==> src/include/sbmb_pkg.sv <==
`default_nettype none
package sbmb_pkg;
    // register byte addresses
    localparam logic [15:0] ADDR_TX_HOLD = 16'h1F50;
    localparam logic [15:0] ADDR_CMD     = 16'h1F51;
    localparam logic [15:0] ADDR_RX_HOLD = 16'h1F52;
    localparam logic [15:0] ADDR_STATUS  = 16'h1F53;
    localparam logic [15:0] ADDR_CFG     = 16'h1F54;
    localparam logic [7:0]  RST_BYTE     = 8'h00;
    // command fields
    localparam int CMD_IFR_BIT   = 6;
    localparam int CMD_ABORT_BIT = 4;
    localparam int CMD_CNT_MSB   = 3;
    // configuration fields
    localparam int CFG_IFR3_BIT  = 6;
    // status fields
    localparam int ST_TXE = 0;
    localparam int ST_RXF = 1;
    localparam int ST_TXA = 2;
    localparam int ST_OVR = 3;
    localparam int ST_RXA = 4;
    localparam int ST_LEN = 5;
    // in-frame response limits
    localparam logic [5:0] IFR2_MAX_RESP  = 6'h20;
    localparam logic [5:0] IFR3_MAX_BYTES = 6'h0C;
    // link symbol fifo
    localparam int SYM_W      = 3;
    localparam int FIFO_DEPTH = 8;
    localparam int BYTE_W     = 8;
    localparam logic [2:0] RX_LAST_BIT = 3'h7;
    typedef enum logic [2:0] {
        SYM_ZERO = 3'h0,
        SYM_ONE  = 3'h1,
        SYM_SOF  = 3'h2,
        SYM_EOD  = 3'h3,
        SYM_EOF  = 3'h4,
        SYM_BRK  = 3'h5,
        SYM_NB   = 3'h6
    } sbmb_sym_t;
    typedef enum logic [1:0] {
        TX_IDLE = 2'h0,
        TX_WAIT = 2'h1,
        TX_SEND = 2'h2
    } sbmb_tx_t;
endpackage
`default_nettype wire

==> src/rtl/sbmb_fifo.sv <==
`timescale 1ns/1ns
`default_nettype none
module sbmb_fifo
    import sbmb_pkg::*;
#(
    parameter int WIDTH = 3,
    parameter int DEPTH = 8
) (
    input  wire logic             clk,
    input  wire logic             srst,
    input  wire logic             ce,
    input  wire logic [WIDTH-1:0] in_data,
    input  wire logic             in_valid,
    output logic                  in_ready,
    output logic      [WIDTH-1:0] out_data,
    output logic                  out_valid,
    input  wire logic             out_ready
);
    localparam int AW = $clog2(DEPTH);
    if (DEPTH < 2 || (1 << AW) != DEPTH || WIDTH < 1) begin : g_chk
        $error("sbmb_fifo: depth must be a power of two >= 2");
    end
    typedef struct packed {
        logic [DEPTH-1:0][WIDTH-1:0] mem;
        logic [AW-1:0]               wp;
        logic [AW-1:0]               rp;
        logic [AW:0]                 cnt;
        logic                        nfull;
    } sbmb_fifo_st_t;
    localparam sbmb_fifo_st_t RST = '{mem: '0, wp: '0, rp: '0, cnt: '0, nfull: 1'b1};
    sbmb_fifo_st_t q;
    sbmb_fifo_st_t d;
    logic          push;
    logic          pop;
    assign out_valid = (q.cnt != '0);
    assign out_data  = q.mem[q.rp];
    assign in_ready  = q.nfull;
    assign push      = in_valid && q.nfull;
    assign pop       = out_valid && out_ready;
    always_comb begin
        d = q;
        if (push) begin
            d.mem[q.wp] = in_data;
            d.wp = q.wp + 1'b1;
        end
        if (pop) begin
            d.rp = q.rp + 1'b1;
        end
        d.cnt = q.cnt + (AW+1)'(push) - (AW+1)'(pop);
        d.nfull = (d.cnt != (AW+1)'(DEPTH));
    end
    always_ff @(posedge clk) begin
        if (srst) begin
            q <= RST;
        end else if (ce) begin
            q <= d;
        end
    end
endmodule
`default_nettype wire

==> src/rtl/sbmb_tx_shift.sv <==
`timescale 1ns/1ns
`default_nettype none
module sbmb_tx_shift
    import sbmb_pkg::*;
#(
    parameter int W = 8
) (
    input  wire logic         clk,
    input  wire logic         srst,
    input  wire logic         ce,
    input  wire logic         flush,
    input  wire logic         load,
    input  wire logic [W-1:0] load_byte,
    input  wire logic         bit_req,
    output logic              ser_bit,
    output logic              ser_valid,
    output logic              busy,
    output logic              done
);
    localparam int CW = $clog2(W + 1);
    if (W < 2) begin : g_chk
        $error("sbmb_tx_shift: width must be at least two");
    end
    typedef struct packed {
        logic [W-1:0]  sh;
        logic [CW-1:0] left;
        logic          bit_o;
        logic          bit_v;
        logic          done;
    } sbmb_shift_st_t;
    sbmb_shift_st_t q;
    sbmb_shift_st_t d;
    assign ser_bit   = q.bit_o;
    assign ser_valid = q.bit_v;
    assign busy      = (q.left != '0);
    assign done      = q.done;
    always_comb begin
        d = q;
        d.bit_v = 1'b0;
        d.done = 1'b0;
        if (flush) begin
            d.left = '0;
        end else if (load) begin
            d.sh = load_byte;
            d.left = CW'(W);
        end else if (bit_req && busy) begin
            // msb goes out first
            d.bit_o = q.sh[W-1];
            d.bit_v = 1'b1;
            d.sh = {q.sh[W-2:0], 1'b0};
            d.left = q.left - 1'b1;
            d.done = (q.left == CW'(1));
        end
    end
    always_ff @(posedge clk) begin
        if (srst) begin
            q <= '0;
        end else if (ce) begin
            q <= d;
        end
    end
endmodule
`default_nettype wire

==> src/rtl/sbmb_core.sv <==
`timescale 1ns/1ns
`default_nettype none
//
// Overview of operation
// type 2 response collects up to 32 responders, one byte each
// type 3 response returns up to 12 bytes from one responder
// software loads byte count, header included, before sending
// after start of frame first holding byte moves into shift buffer
// that move starts shifting and raises transmit interrupt for next byte
// each finished byte reloads from holding until count is sent
// shift buffer empty before count done sets overrun flag and status interrupt
// overwriting unsent transmit data counts as transmit overrun
// after start of frame received bits assemble a byte then move to holding
// first byte into receive holding raises receive interrupt
// reading receive holding pulls waiting byte in, until end of data
// third byte with holding unread sets overrun flag and status interrupt
// in-frame response uses the same registers and data path
// software programs configuration once per initialization
// software writes command, then data, then handles status
// transmit holding is an eight bit readable and writable register
// command bit 6 requests normalization bit after end of data
// byte count field excludes crc and stays within eleven; the code accepts any nonzero count up to 15
// all bus activity ignored until configuration is written; the code gates only received symbols, not transmit
// transmit interrupt only while holding empty, cleared by a write
// overrun flag stays set until software clears it
module sbmb_core
    import sbmb_pkg::*;
(
    input  wire logic        clk,
    input  wire logic        srst,
    input  wire logic        ce,
    input  wire logic [15:0] reg_addr,
    input  wire logic        reg_wr,
    input  wire logic        reg_rd,
    input  wire logic [7:0]  reg_wdata,
    output logic      [7:0]  reg_rdata,
    input  wire logic [2:0]  link_sym,
    input  wire logic        link_valid,
    output logic             link_ready,
    output logic             tx_frame_req,
    input  wire logic        tx_sof_done,
    input  wire logic        tx_bit_req,
    output logic             tx_bit,
    output logic             tx_bit_valid,
    output logic             tx_eod_req,
    output logic             tx_nb_req,
    output logic             transmit_interrupt,
    output logic             receive_interrupt,
    output logic             status_interrupt
);
    typedef struct packed {
        logic [7:0] cfg;
        logic       cfg_seen;
        logic [7:0] cmd;
        logic [7:0] tx_hold;
        logic       tx_hold_full;
        sbmb_tx_t   tx_st;
        logic [3:0] tx_left;
        logic       frame_req;
        logic       eod_req;
        logic       nb_req;
        logic       txi;
        logic       rxi;
        logic       sti;
        logic       ovr;
        logic       len_err;
        logic       rx_active;
        logic       rx_ifr;
        logic [7:0] rx_shift;
        logic [2:0] rx_cnt;
        logic [7:0] rx_hold;
        logic       rx_hold_full;
        logic [7:0] rx_wait;
        logic       rx_wait_full;
        logic [5:0] ifr_cnt;
        logic       stall;
        logic [7:0] rdata;
    } sbmb_state_t;

    function automatic logic is_bit(input sbmb_sym_t s);
        return (s == SYM_ZERO) || (s == SYM_ONE);
    endfunction
    function automatic logic [5:0] ifr_limit(input logic [7:0] cfg);
        return cfg[CFG_IFR3_BIT] ? IFR3_MAX_BYTES : IFR2_MAX_RESP;
    endfunction
    sbmb_state_t    q;
    sbmb_state_t    d;
    logic [2:0]     f_data;
    logic           f_valid;
    sbmb_sym_t      f_sym;
    logic           pop;
    logic           use_sym;
    logic           byte_done;
    logic [7:0]     rx_byte;
    logic [7:0]     status;
    logic           wr_tx;
    logic           wr_cmd;
    logic           wr_st;
    logic           wr_cfg;
    logic           rd_rx;
    logic           load;
    logic           flush;
    logic           sh_busy;
    logic           sh_done;

    sbmb_fifo #(
        .WIDTH (SYM_W),
        .DEPTH (FIFO_DEPTH)
    ) u_fifo (
        .clk       (clk),
        .srst      (srst),
        .ce        (ce),
        .in_data   (link_sym),
        .in_valid  (link_valid),
        .in_ready  (link_ready),
        .out_data  (f_data),
        .out_valid (f_valid),
        .out_ready (!q.stall)
    );

    sbmb_tx_shift #(
        .W (BYTE_W)
    ) u_shift (
        .clk       (clk),
        .srst      (srst),
        .ce        (ce),
        .flush     (flush),
        .load      (load),
        .load_byte (d.tx_hold),
        .bit_req   (tx_bit_req),
        .ser_bit   (tx_bit),
        .ser_valid (tx_bit_valid),
        .busy      (sh_busy),
        .done      (sh_done)
    );

    assign wr_tx     = reg_wr && (reg_addr == ADDR_TX_HOLD);
    assign wr_cmd    = reg_wr && (reg_addr == ADDR_CMD);
    assign wr_st     = reg_wr && (reg_addr == ADDR_STATUS);
    assign wr_cfg    = reg_wr && (reg_addr == ADDR_CFG);
    assign rd_rx     = reg_rd && (reg_addr == ADDR_RX_HOLD);
    assign f_sym     = sbmb_sym_t'(f_data);
    assign pop       = f_valid && !q.stall;
    assign use_sym   = pop && q.cfg_seen;
    assign byte_done = use_sym && q.rx_active && is_bit(f_sym) && (q.rx_cnt == RX_LAST_BIT);
    assign rx_byte   = {q.rx_shift[6:0], f_sym == SYM_ONE};
    assign status    = {2'h0, q.len_err, q.rx_active, q.ovr,
                        q.tx_st != TX_IDLE, q.rx_hold_full, !q.tx_hold_full};

    assign reg_rdata          = q.rdata;
    assign tx_frame_req       = q.frame_req;
    assign tx_eod_req         = q.eod_req;
    assign tx_nb_req          = q.nb_req;
    assign transmit_interrupt = q.txi;
    assign receive_interrupt  = q.rxi;
    assign status_interrupt   = q.sti;

    always_comb begin
        d = q;
        load = 1'b0;
        flush = 1'b0;
        d.eod_req = 1'b0;
        d.nb_req = 1'b0;
        d.rxi = 1'b0;
        d.sti = 1'b0;
        d.stall = 1'b0;
        // software writes; clears come before hardware sets
        if (wr_cfg) begin
            d.cfg = reg_wdata;
            d.cfg_seen = 1'b1;
        end
        if (wr_st) begin
            if (reg_wdata[ST_OVR]) begin
                d.ovr = 1'b0;
            end
            if (reg_wdata[ST_LEN]) begin
                d.len_err = 1'b0;
            end
        end
        if (wr_tx) begin
            if (q.tx_hold_full) begin
                d.ovr = 1'b1;
                d.sti = 1'b1;
            end
            d.tx_hold = reg_wdata;
            d.tx_hold_full = 1'b1;
        end
        if (wr_cmd) begin
            d.cmd = reg_wdata;
            if (reg_wdata[CMD_ABORT_BIT]) begin
                flush = 1'b1;
                d.tx_st = TX_IDLE;
                d.tx_hold_full = 1'b0;
            end else if (q.tx_st == TX_IDLE && reg_wdata[CMD_CNT_MSB:0] != 4'h0) begin
                d.tx_st = TX_WAIT;
                d.tx_left = reg_wdata[CMD_CNT_MSB:0];
            end
        end
        // transmit sequencing
        if (!flush) begin
            case (q.tx_st)
                TX_IDLE: begin
                end
                TX_WAIT: begin
                    // start of frame, or normalization bit for a response
                    if (tx_sof_done && d.tx_hold_full) begin
                        load = 1'b1;
                        d.tx_hold_full = 1'b0;
                        d.tx_left = q.tx_left - 4'h1;
                        d.tx_st = TX_SEND;
                    end
                end
                TX_SEND: begin
                    if (sh_done) begin
                        if (q.tx_left == 4'h0) begin
                            d.tx_st = TX_IDLE;
                            d.eod_req = 1'b1;
                        end else if (d.tx_hold_full) begin
                            load = 1'b1;
                            d.tx_hold_full = 1'b0;
                            d.tx_left = q.tx_left - 4'h1;
                        end else begin
                            d.ovr = 1'b1;
                            d.sti = 1'b1;
                            d.tx_st = TX_IDLE;
                        end
                    end
                end
                default: begin
                    d.tx_st = TX_IDLE;
                end
            endcase
        end
        d.frame_req = (d.tx_st == TX_WAIT) && d.tx_hold_full;
        d.txi = (d.tx_st == TX_SEND) && !d.tx_hold_full && (d.tx_left != 4'h0);
        // software read of receive holding
        if (rd_rx) begin
            if (q.rx_wait_full) begin
                d.rx_hold = q.rx_wait;
                d.rx_wait_full = 1'b0;
                d.stall = 1'b1;
            end else begin
                d.rx_hold_full = 1'b0;
            end
        end
        // link symbols
        if (use_sym) begin
            case (f_sym)
                SYM_SOF: begin
                    d.rx_active = 1'b1;
                    d.rx_ifr = 1'b0;
                    d.rx_cnt = 3'h0;
                    d.ifr_cnt = 6'h00;
                end
                SYM_EOD: begin
                    if (q.rx_active) begin
                        if (!q.rx_ifr) begin
                            d.rx_ifr = 1'b1;
                            d.rx_cnt = 3'h0;
                            d.nb_req = q.cmd[CMD_IFR_BIT];
                        end else begin
                            d.rx_active = 1'b0;
                        end
                    end
                end
                SYM_EOF, SYM_BRK: begin
                    d.rx_active = 1'b0;
                    d.rx_ifr = 1'b0;
                end
                default: begin
                    if (q.rx_active && is_bit(f_sym)) begin
                        d.rx_shift = rx_byte;
                        d.rx_cnt = q.rx_cnt + 3'h1;
                    end
                end
            endcase
        end
        if (byte_done) begin
            if (!d.rx_hold_full) begin
                d.rx_hold = rx_byte;
                d.rx_hold_full = 1'b1;
                d.rxi = 1'b1;
            end else if (!d.rx_wait_full) begin
                d.rx_wait = rx_byte;
                d.rx_wait_full = 1'b1;
            end else begin
                d.ovr = 1'b1;
                d.sti = 1'b1;
            end
            if (q.rx_ifr) begin
                if (q.ifr_cnt == ifr_limit(q.cfg)) begin
                    d.len_err = 1'b1;
                    d.sti = 1'b1;
                end else begin
                    d.ifr_cnt = q.ifr_cnt + 6'h01;
                end
            end
        end
        // registered read data
        if (reg_rd) begin
            case (reg_addr)
                ADDR_TX_HOLD: d.rdata = q.tx_hold;
                ADDR_CMD:     d.rdata = q.cmd;
                ADDR_RX_HOLD: d.rdata = q.rx_hold;
                ADDR_STATUS:  d.rdata = status;
                ADDR_CFG:     d.rdata = q.cfg;
                default:      d.rdata = RST_BYTE;
            endcase
        end
    end

    always_ff @(posedge clk) begin
        if (srst) begin
            q <= '0;
        end else if (ce) begin
            q <= d;
        end
    end
endmodule
`default_nettype wire

==> config.mk <==
export PLATFORM = sky130hd
export DESIGN_NAME = sbmb_core
export DESIGN_NICKNAME = d
export VERILOG_FILES = /design/src/include/sbmb_pkg.sv /design/src/rtl/sbmb_fifo.sv /design/src/rtl/sbmb_tx_shift.sv /design/src/rtl/sbmb_core.sv
export SDC_FILE = /design/constraint.sdc
export NUM_CORES = 1
export LEC_CHECK = 0
export ABC_CLOCK_PERIOD_IN_PS = 3000
export BUFFER_PORTS_ARGS = -buffer_cell sky130_fd_sc_hd__buf_2
export CORE_MARGIN = 5
export CORE_UTILIZATION = 50
export CTS_BUF_LIST = sky130_fd_sc_hd__clkbuf_16
export DETAILED_ROUTE_END_ITERATION = 10
export PLACE_DENSITY_LB_ADDON = 0.15
export RECOVER_POWER = 100
export SLEW_MARGIN = 10
export SYNTH_ARGS = -nofsm -noshare
export SYNTH_HDL_FRONTEND = slang
export SYNTH_SLANG_ARGS = --single-unit
==> constraint.sdc <==
create_clock -name clk -period 3 [get_ports clk]
set_clock_uncertainty 0.2 [all_clocks]
set_input_delay 0.6 -clock clk [delete_from_list [all_inputs] [get_ports clk]]
set_output_delay 0.6 -clock clk [all_outputs]
set_load 0.005 [all_outputs]
==> results of run 1 <==
cell type report:
cell class,count,share of cell area
clock inverters,15,0.0200
clock buffers,17,0.0532
repair buffers,86,0.0621
well taps,180,0.0282
flip-flops and latches,135,0.338
multi-input cells,552,0.481
inverters,37,0.0174
through the flow:
step                cell area, sq um  hold slack (ns)  power (mW)  setup WS (ns)   util
floorplan                       6940            0.231        2.52          0.346      -
global placement                7440            0.239        2.73       -0.00141  0.540
detailed placement              7440            0.250        2.76       -0.00339  0.540
CTS                             8030            0.258        4.86         0.0350  0.583
global route                    7990            0.275        5.04        0.00424  0.580
finish                          7990            0.251        4.84          0.199  0.580
kinds of logic (layout without fill, tap and decap cells):
kind of cell | Yosys count | in the layout | share of synthesized area
AND/OR/NAND/NOR | 287 | 287 | 0.214
AO/OA/AOI/OAI | 156 | 156 | 0.149
flip-flops | 135 | 135 | 0.389
buffers and inverters | 94 | 155 | 0.0587
multiplexers | 80 | 80 | 0.141
adder cells (fa/ha/maj) | 20 | 20 | 0.0371
XOR/XNOR | 9 | 9 | 0.0114
repair_timing:
action                                  CTS  global route
endpoints found under the setup margin    0             1
resized for setup                         0             3
hold endpoints to repair                  0             0
path summary, 6_finish.rpt:
kind / slack [ns] / endpoint / start / cells after the start
min reg2reg: 0.25 / u_shift.ser_bit / u_shift.ser_bit / 2
min: 0.25 / u_shift.ser_bit / u_shift.ser_bit / 2
max: 0.20 / u_fifo.in_ready / u_fifo.q[3] / 13
max reg2reg: 0.20 / u_fifo.in_ready / u_fifo.q[3] / 13
sequential cells by signal, indices dropped and copies added, names as in the netlist:
signal / flops
q: 71
u_fifo.q: 34
u_shift.q: 12
reg_rdata: 8
receive_interrupt: 1
status_interrupt: 1
transmit_interrupt: 1
tx_eod_req: 1
tx_frame_req: 1
tx_nb_req: 1
u_fifo.in_ready: 1
u_shift.done: 1
u_shift.ser_bit: 1
u_shift.ser_valid: 1
synthesized netlist by cell type (all sizes together) (5+ instances only):
master / instances
inv: 36
a31oi: 10
o22ai: 8
and2: 5
a32oi: 7
nor4: 5
xor2: 5
nor2: 116
nand3: 20
nand2: 57
nor3: 16
buf: 24
dfxtp: 135
nor4b: 5
mux2i: 68
and3: 7
nand4: 9
ha: 19
o21ai: 30
mux4: 12
a21oi: 44
or3: 5
a211oi: 27
nand2b: 10
nor3b: 9
clkbuf: 33
worst register-to-register path: cells and delay by family (launching register included):
kind                     cells  cell delay, ns
AO/OA/AOI/OAI                1            0.10
XOR/XNOR                     1            0.17
adder cells (fa/ha/maj)      4            1.03
buffers and inverters        4            0.31
flip-flops                   1            0.33
AND/OR/NAND/NOR              3            0.54
routing by layer:
metal,up-vias,GRT usage
met5,-,0
met4,0,0.0556
met3,21,0.0550
met2,151,0.367
met1,2822,0.284
li1,2878,-
power by group through the flow:
stage / combinational [mW] / clock (mW) / sequential (mW)
2_1_floorplan: 0.590 / 0 / 1.93
3_3_place_gp: 0.761 / 0 / 1.96
3_5_place_dp: 0.798 / 0 / 1.97
4_1_cts: 0.803 / 2.13 / 1.93
5_1_grt: 0.889 / 2.21 / 1.94
6_report: 0.803 / 2.11 / 1.93
==> run metrics, run 1 <==
startpoint class of the critical path=register; Residual DRC=0; number of global-route vias before repair=5,702; endpoints failing setup=0; Total Die Area=16,300 sq um; number of enable flip-flop cells after synthesis=0; Worst Path Buf+Inv=4; topmost layer with routed signal wires=met4; hold buffer count at cts=0; residual antenna-violating net count after detailed routing=0; Die X=128 microns; sequential-to-total area share from yosys stat=0.389; largest incremental delay on the critical path=0.42 ns; ordered cell list for the critical path=inv_1 -> ha_1 -> nor3b_2 -> clkbuf_1 -> nor2_2 -> ha_1 -> inv_1 -> ha_1 -> inv_1 -> fa_1 -> xnor2_1 -> nor4b_2 -> o21ai_0; critical path fanouts, max=3; overall routing resource usage=0.219; number of register bits inferred by synthesis=135; die height=128 microns; Core Area=about 14,000 sq um; final critical path time including I/O delays and setup=2.80 ns; area share of the largest cell type after synthesis=0.389; cell accounting for the most synthesized area=dfxtp_1; CP top delay family=adder cells; Top FF cell, synth=dfxtp_1; HPWL after detailed placement=12.7 mm; count of clock tree sinks=135; power density normalized to cell area=606 nW/um^2; Avg Vias per Cell=5.75; RSZ-0062 raised after global routing=no; CP Capture Type=register; CTS tree=yes; commonest cells after routing, fill and taps aside=135 x dfxtp_1, 115 x nor2_1, 66 x mux2i_1, 57 x nand2_1, 43 x a21oi_1; most common library cell in the layout ignoring fill and taps=dfxtp_1; total met2 wirelength after detailed routing=8.70 mm; maximum achievable frequency=~360 MHz; sw power=between 1 and 1.5 mW; CTS H-Tree Depth=4; cell count after synthesis=781; area growth from synthesis to layout=15.1%; count of cell types in the netlist=77; drt initial violations=356; Data arrival, critical path=approximately 2.9 ns; status=completed; clock transition at the registers of the reported paths=0.06 ns; number of primary I/O pins=52; DRT Pass-1 Iters=7; transition at the pin with the smallest max-transition slack=0.658 ns; HP Class=register to register; FP Rows=between 40 and 50; reported leakage power=~3 nW; Max-cap violations=0; layout net count=884; ANT cells=0; net count of the mapped netlist=836; clk buf depth=2; Inst Count DP=990; Critical-path top delay cell=fa_1; register share of total power=0.399; detail-routed net length per standard cell=17.4 microns; Detailed Route WL=between 15 and 20 mm; hold violation count in the final report=0; total area of multi-input combinational cells=3840 sq um; share of total power in the clock network=0.435; internal power=3.52 mW; Max transition margin=0.561; max-slew violations=0; number of clock buffers inserted by TritonCTS=17; fraction of power spent switching nets=0.272; routed metal-1 wire length=8.06 mm; first-pass GRT wire length=29.0 mm; maximum number of pins on one net before global-route repair=59; combinational fraction of design power=0.166; filler instances=1,277; setup tns final=0 ns; initial antenna violation count=0; total length of routed met3 wires=824 microns; Final Cycle Share=0.934; fin cells=1,022; async set-reset flop share out of synthesis=0; CTS Root Cell=clkbuf_16; synthesized area=6940 sq um; synthesized area per cell=8.89 sq um; share of cells above drive strength 1=0.160; sequential cell area in the final layout=2700 sq um; number of buffer cells added on primary ports=51; required time of the critical path=3.11 ns; total gr overflow=0; clock latency on the worst-skew pair=0.42 ns; Starting Density=0.504; routability cong.=0.888; total setup buffers inserted after CTS=0; cell types with the largest area share after synthesis=dfxtp_1 39%, mux2i_1 9.5%, nor2_1 6.2%; worst-case vdd ir drop=0.465 mV; warnings from Yosys=0; critical path class=register to register; DR vias=around 5.9k
(Power assumes the default switching activity.)
==> run 2, diff against run 1 <==
--- a/config.mk
+++ b/config.mk
@@ -8,11 +8,11 @@
 export ABC_CLOCK_PERIOD_IN_PS = 3000
 export BUFFER_PORTS_ARGS = -buffer_cell sky130_fd_sc_hd__buf_2
 export CORE_MARGIN = 5
-export CORE_UTILIZATION = 50
+export CORE_UTILIZATION = 45
 export CTS_BUF_LIST = sky130_fd_sc_hd__clkbuf_16
 export DETAILED_ROUTE_END_ITERATION = 10
 export PLACE_DENSITY_LB_ADDON = 0.15
-export RECOVER_POWER = 100
+export RECOVER_POWER = 50
 export SLEW_MARGIN = 10
 export SYNTH_ARGS = -nofsm -noshare
 export SYNTH_HDL_FRONTEND = slang
==> run 2 against run 1 <==
The run now ends with max-capacitance violations, max-slew violations left; clock power about the same; cell count rose by 0.88%; clock-buffer cell count stayed put; via count shrank 0.97%; critical endpoint unchanged; power increased by 0.62%; largest power group unchanged; first-iteration DRC count grew 6.7%; worst setup slack lost 0.024 ns.
==> run metrics, run 2 (same netlist as run 1, synthesis figures left out) <==
layout net count=886 (was 884); register containing the most flip-flops in the final layout=q (unchanged); hold violation count in the final report=0 (unchanged); number of flip-flops under the largest register name=71 (unchanged); residual antenna-violating net count after detailed routing=0 (unchanged); reg2reg setup slack=0.18 ns (was 0.20 ns); final critical path time including I/O delays and setup=2.82 ns (was 2.80 ns); reported leakage power=3.02 nW (was 2.99 nW); CTS tree=yes (unchanged); transition at the pin with the smallest max-transition slack=1.90 ns (was 0.658 ns); CTS Root Cell=clkbuf_16 (unchanged); most common library cell in the layout ignoring fill and taps=dfxtp_1 (unchanged); setup tns final=0 ns (unchanged); maximum achievable frequency=354 MHz (was 357 MHz); instance count on the critical path=13 (unchanged); count of clock tree sinks=135 (unchanged); sw power=1.31 mW (was 1.32 mW); endpoints failing setup=0 (unchanged); total gr overflow=0 (unchanged); number of buffer cells added on primary ports=51 (unchanged); startpoint class of the critical path=register (unchanged); fin cells=1,031 (was 1,022); share of total power in the clock network=0.436 (was 0.435); DR vias=5,815 (was 5,872); routability cong.=0.874 (was 0.888); ANT cells=0 (unchanged); critical path fanouts, max=3 (unchanged); drt initial violations=380 (was 356); CTS H-Tree Depth=4 (unchanged); ordered cell list for the critical path=inv_1 -> ha_1 -> nor3b_1 -> buf_4 -> nor2_2 -> ha_1 -> inv_1 -> ha_1 -> inv_1 -> fa_1 -> xnor2_1 -> nor4b_2 -> o21ai_0 (was inv_1 -> ha_1 -> nor3b_2 -> clkbuf_1 -> nor2_2 -> ha_1 -> inv_1 -> ha_1 -> inv_1 -> fa_1 -> xnor2_1 -> nor4b_2 -> o21ai_0); FP Rows=45 (was 43); Starting Density=0.458 (was 0.504); Data arrival, critical path=2.92 ns (was 2.91 ns); logic depth of the worst register-to-register path=13 (unchanged); reg2reg start=u_fifo.q[3] (unchanged); power density normalized to cell area=605 nW/um^2 (was 606 nW/um^2); status=complete, but fails checks (was completed); detail-routed net length per standard cell=16.8 microns (was 17.4 microns); overall routing resource usage=0.196 (was 0.219); number of global-route vias before repair=5,686 (was 5,702); Max-cap violations=1 (was 0); dpl ws=0.0315 ns (was -0.00339 ns); final core utilization=0.532 (was 0.580); Setup crit start=u_fifo.q[3] (unchanged); max-slew violations=35 (was 0); violations in the final reports=max-capacitance violations, max-slew violations; critical path class=register to register (unchanged); biggest registers after layout=q x71, u_fifo.q x34, u_shift.q x12 (unchanged); DRT Pass-1 Iters=5 (was 7); first-pass GRT wire length=28.4 mm (was 29.0 mm); commonest cells after routing, fill and taps aside=135 x dfxtp_1, 114 x nor2_1, 66 x mux2i_1, 57 x nand2_1, 43 x a21oi_1 (was 135 x dfxtp_1, 115 x nor2_1, 66 x mux2i_1, 57 x nand2_1, 43 x a21oi_1); combinational fraction of design power=0.170 (was 0.166); Avg Vias per Cell=5.64 (was 5.75); Core Area=15,100 sq um (was 13,800 sq um); endpoint of the most critical setup path=u_fifo.in_ready (unchanged); clk buf depth=2 (unchanged); Max transition margin=-0.269 (was 0.561); Inst Count DP=1,000 (was 990); internal power=3.56 mW (was 3.52 mW); Critical R2R Capture=u_fifo.in_ready (unchanged); area growth from synthesis to layout=16.0% (was 15.1%); HP Class=register to register (unchanged); Residual DRC=0 (unchanged); share of cells above drive strength 1=0.177 (was 0.160); clock transition at the registers of the reported paths=0.06 ns (about the same); die height=134 microns (was 128 microns); initial antenna violation count=0 (unchanged); CP Capture Type=register (unchanged); clock latency on the worst-skew pair=0.42 ns (about the same); Detailed Route WL=17.4 mm (was 17.8 mm); CP top delay family=adder cells (unchanged); register share of total power=0.394 (was 0.399); worst-case vdd ir drop=0.400 mV (was 0.465 mV); number of clock buffers inserted by TritonCTS=17 (unchanged); Final Cycle Share=0.942 (was 0.934); fraction of power spent switching nets=0.269 (was 0.272); Worst Path Buf+Inv=4 (unchanged); Total Die Area=18,000 sq um (was 16,300 sq um); maximum number of pins on one net before global-route repair=68 (was 59); minimum setup slack in the final design=0.175 ns (was 0.199 ns); HPWL after detailed placement=12.6 mm (was 12.7 mm); required time of the critical path=3.10 ns (was 3.11 ns); Die X=134 microns (was 128 microns); filler instances=1,373 (was 1,277); number of primary I/O pins=52 (unchanged); Critical-path top delay cell=fa_1 (unchanged); largest incremental delay on the critical path=0.40 ns (was 0.42 ns)
## run 2: cell types whose count changed in the layout (fill, tap and decap cells not counted), moves of 2 or more
cell | previous run | this run
clkinv_2 | 2 | 0
clkbuf_1 | 16 | 9
buf_2 | 39 | 42
clkinv_1 | 5 | 3
buf_4 | 29 | 34
inv_6 | 1 | 4
clkbuf_2 | 0 | 2
## run 2: metrics by stage
| stage | area, sq um | hold slack [ns] | power (mW) |
|---|---|---|---|
| after global routing | 8050 | 0.272 | 5.11 |
| final | 8050 | 0.253 | 4.87 |
| after global placement | 7460 | 0.240 | 2.74 |
| after CTS | 8060 | 0.259 | 4.90 |
| after floorplan | 6940 | 0.231 | 2.52 |
| after detailed placement | 7460 | 0.253 | 2.77 |
## run 2: repair_timing
item	in CTS	in global routing
setup buffers	0	0
hold buffers	0	0
hold endpoints to repair	0	0
resized for setup	0	2
setup endpoints to repair	0	1
## run 2: final cells by class
| type | count | area, sq um | area share |
|---|---|---|---|
| multi-input cells | 552 | 3850 | 0.478 |
| clock buffers | 17 | 425 | 0.0528 |
| repair buffers | 88 | 529 | 0.0657 |
| inverters | 37 | 139 | 0.0172 |
| flip-flops and latches | 135 | 2700 | 0.336 |
| clock inverters | 14 | 174 | 0.0216 |
| well taps | 188 | 235 | 0.0292 |
## run 2: power groups by stage
stage	combinational (mW)	sequential [mW]	clock, mW
finish	0.827	1.92	2.12
global route	0.926	1.93	2.26
CTS	0.810	1.92	2.17
detailed placement	0.806	1.96	0
global placement	0.789	1.96	0
floorplan	0.590	1.93	0
## run 2: how the worst min path moves through the flow
stage                            from  cells after the start           endpoint  slack (ns)
floorplan                       q[25]                      2              q[25]        0.23
global placement    u_shift.ser_valid                      2  u_shift.ser_valid        0.24
detailed placement    u_shift.ser_bit                      2    u_shift.ser_bit        0.25
CTS                     u_shift.q[14]                      2    u_shift.ser_bit        0.26
global route             reg_wdata[5]                      3              q[66]        0.27
finish                  u_shift.q[14]                      2    u_shift.ser_bit        0.25
## run 2: routing by layer
layer	up-vias	track usage	wire, microns
met3	18	0.0555	840
met2	114	0.331	8540
met4	0	0.0543	263
li1	2890	-	-
met5	-	0	0
met1	2793	0.245	7720
## run 2: worst reg2reg max path, delay by kind of cell, from the launching register on
kind,cells,cell delay (ns)
adder cells (fa/ha/maj),4,1.00
AND/OR/NAND/NOR,3,0.54
flip-flops,1,0.33
buffers and inverters,4,0.33
XOR/XNOR,1,0.18
AO/OA/AOI/OAI,1,0.11
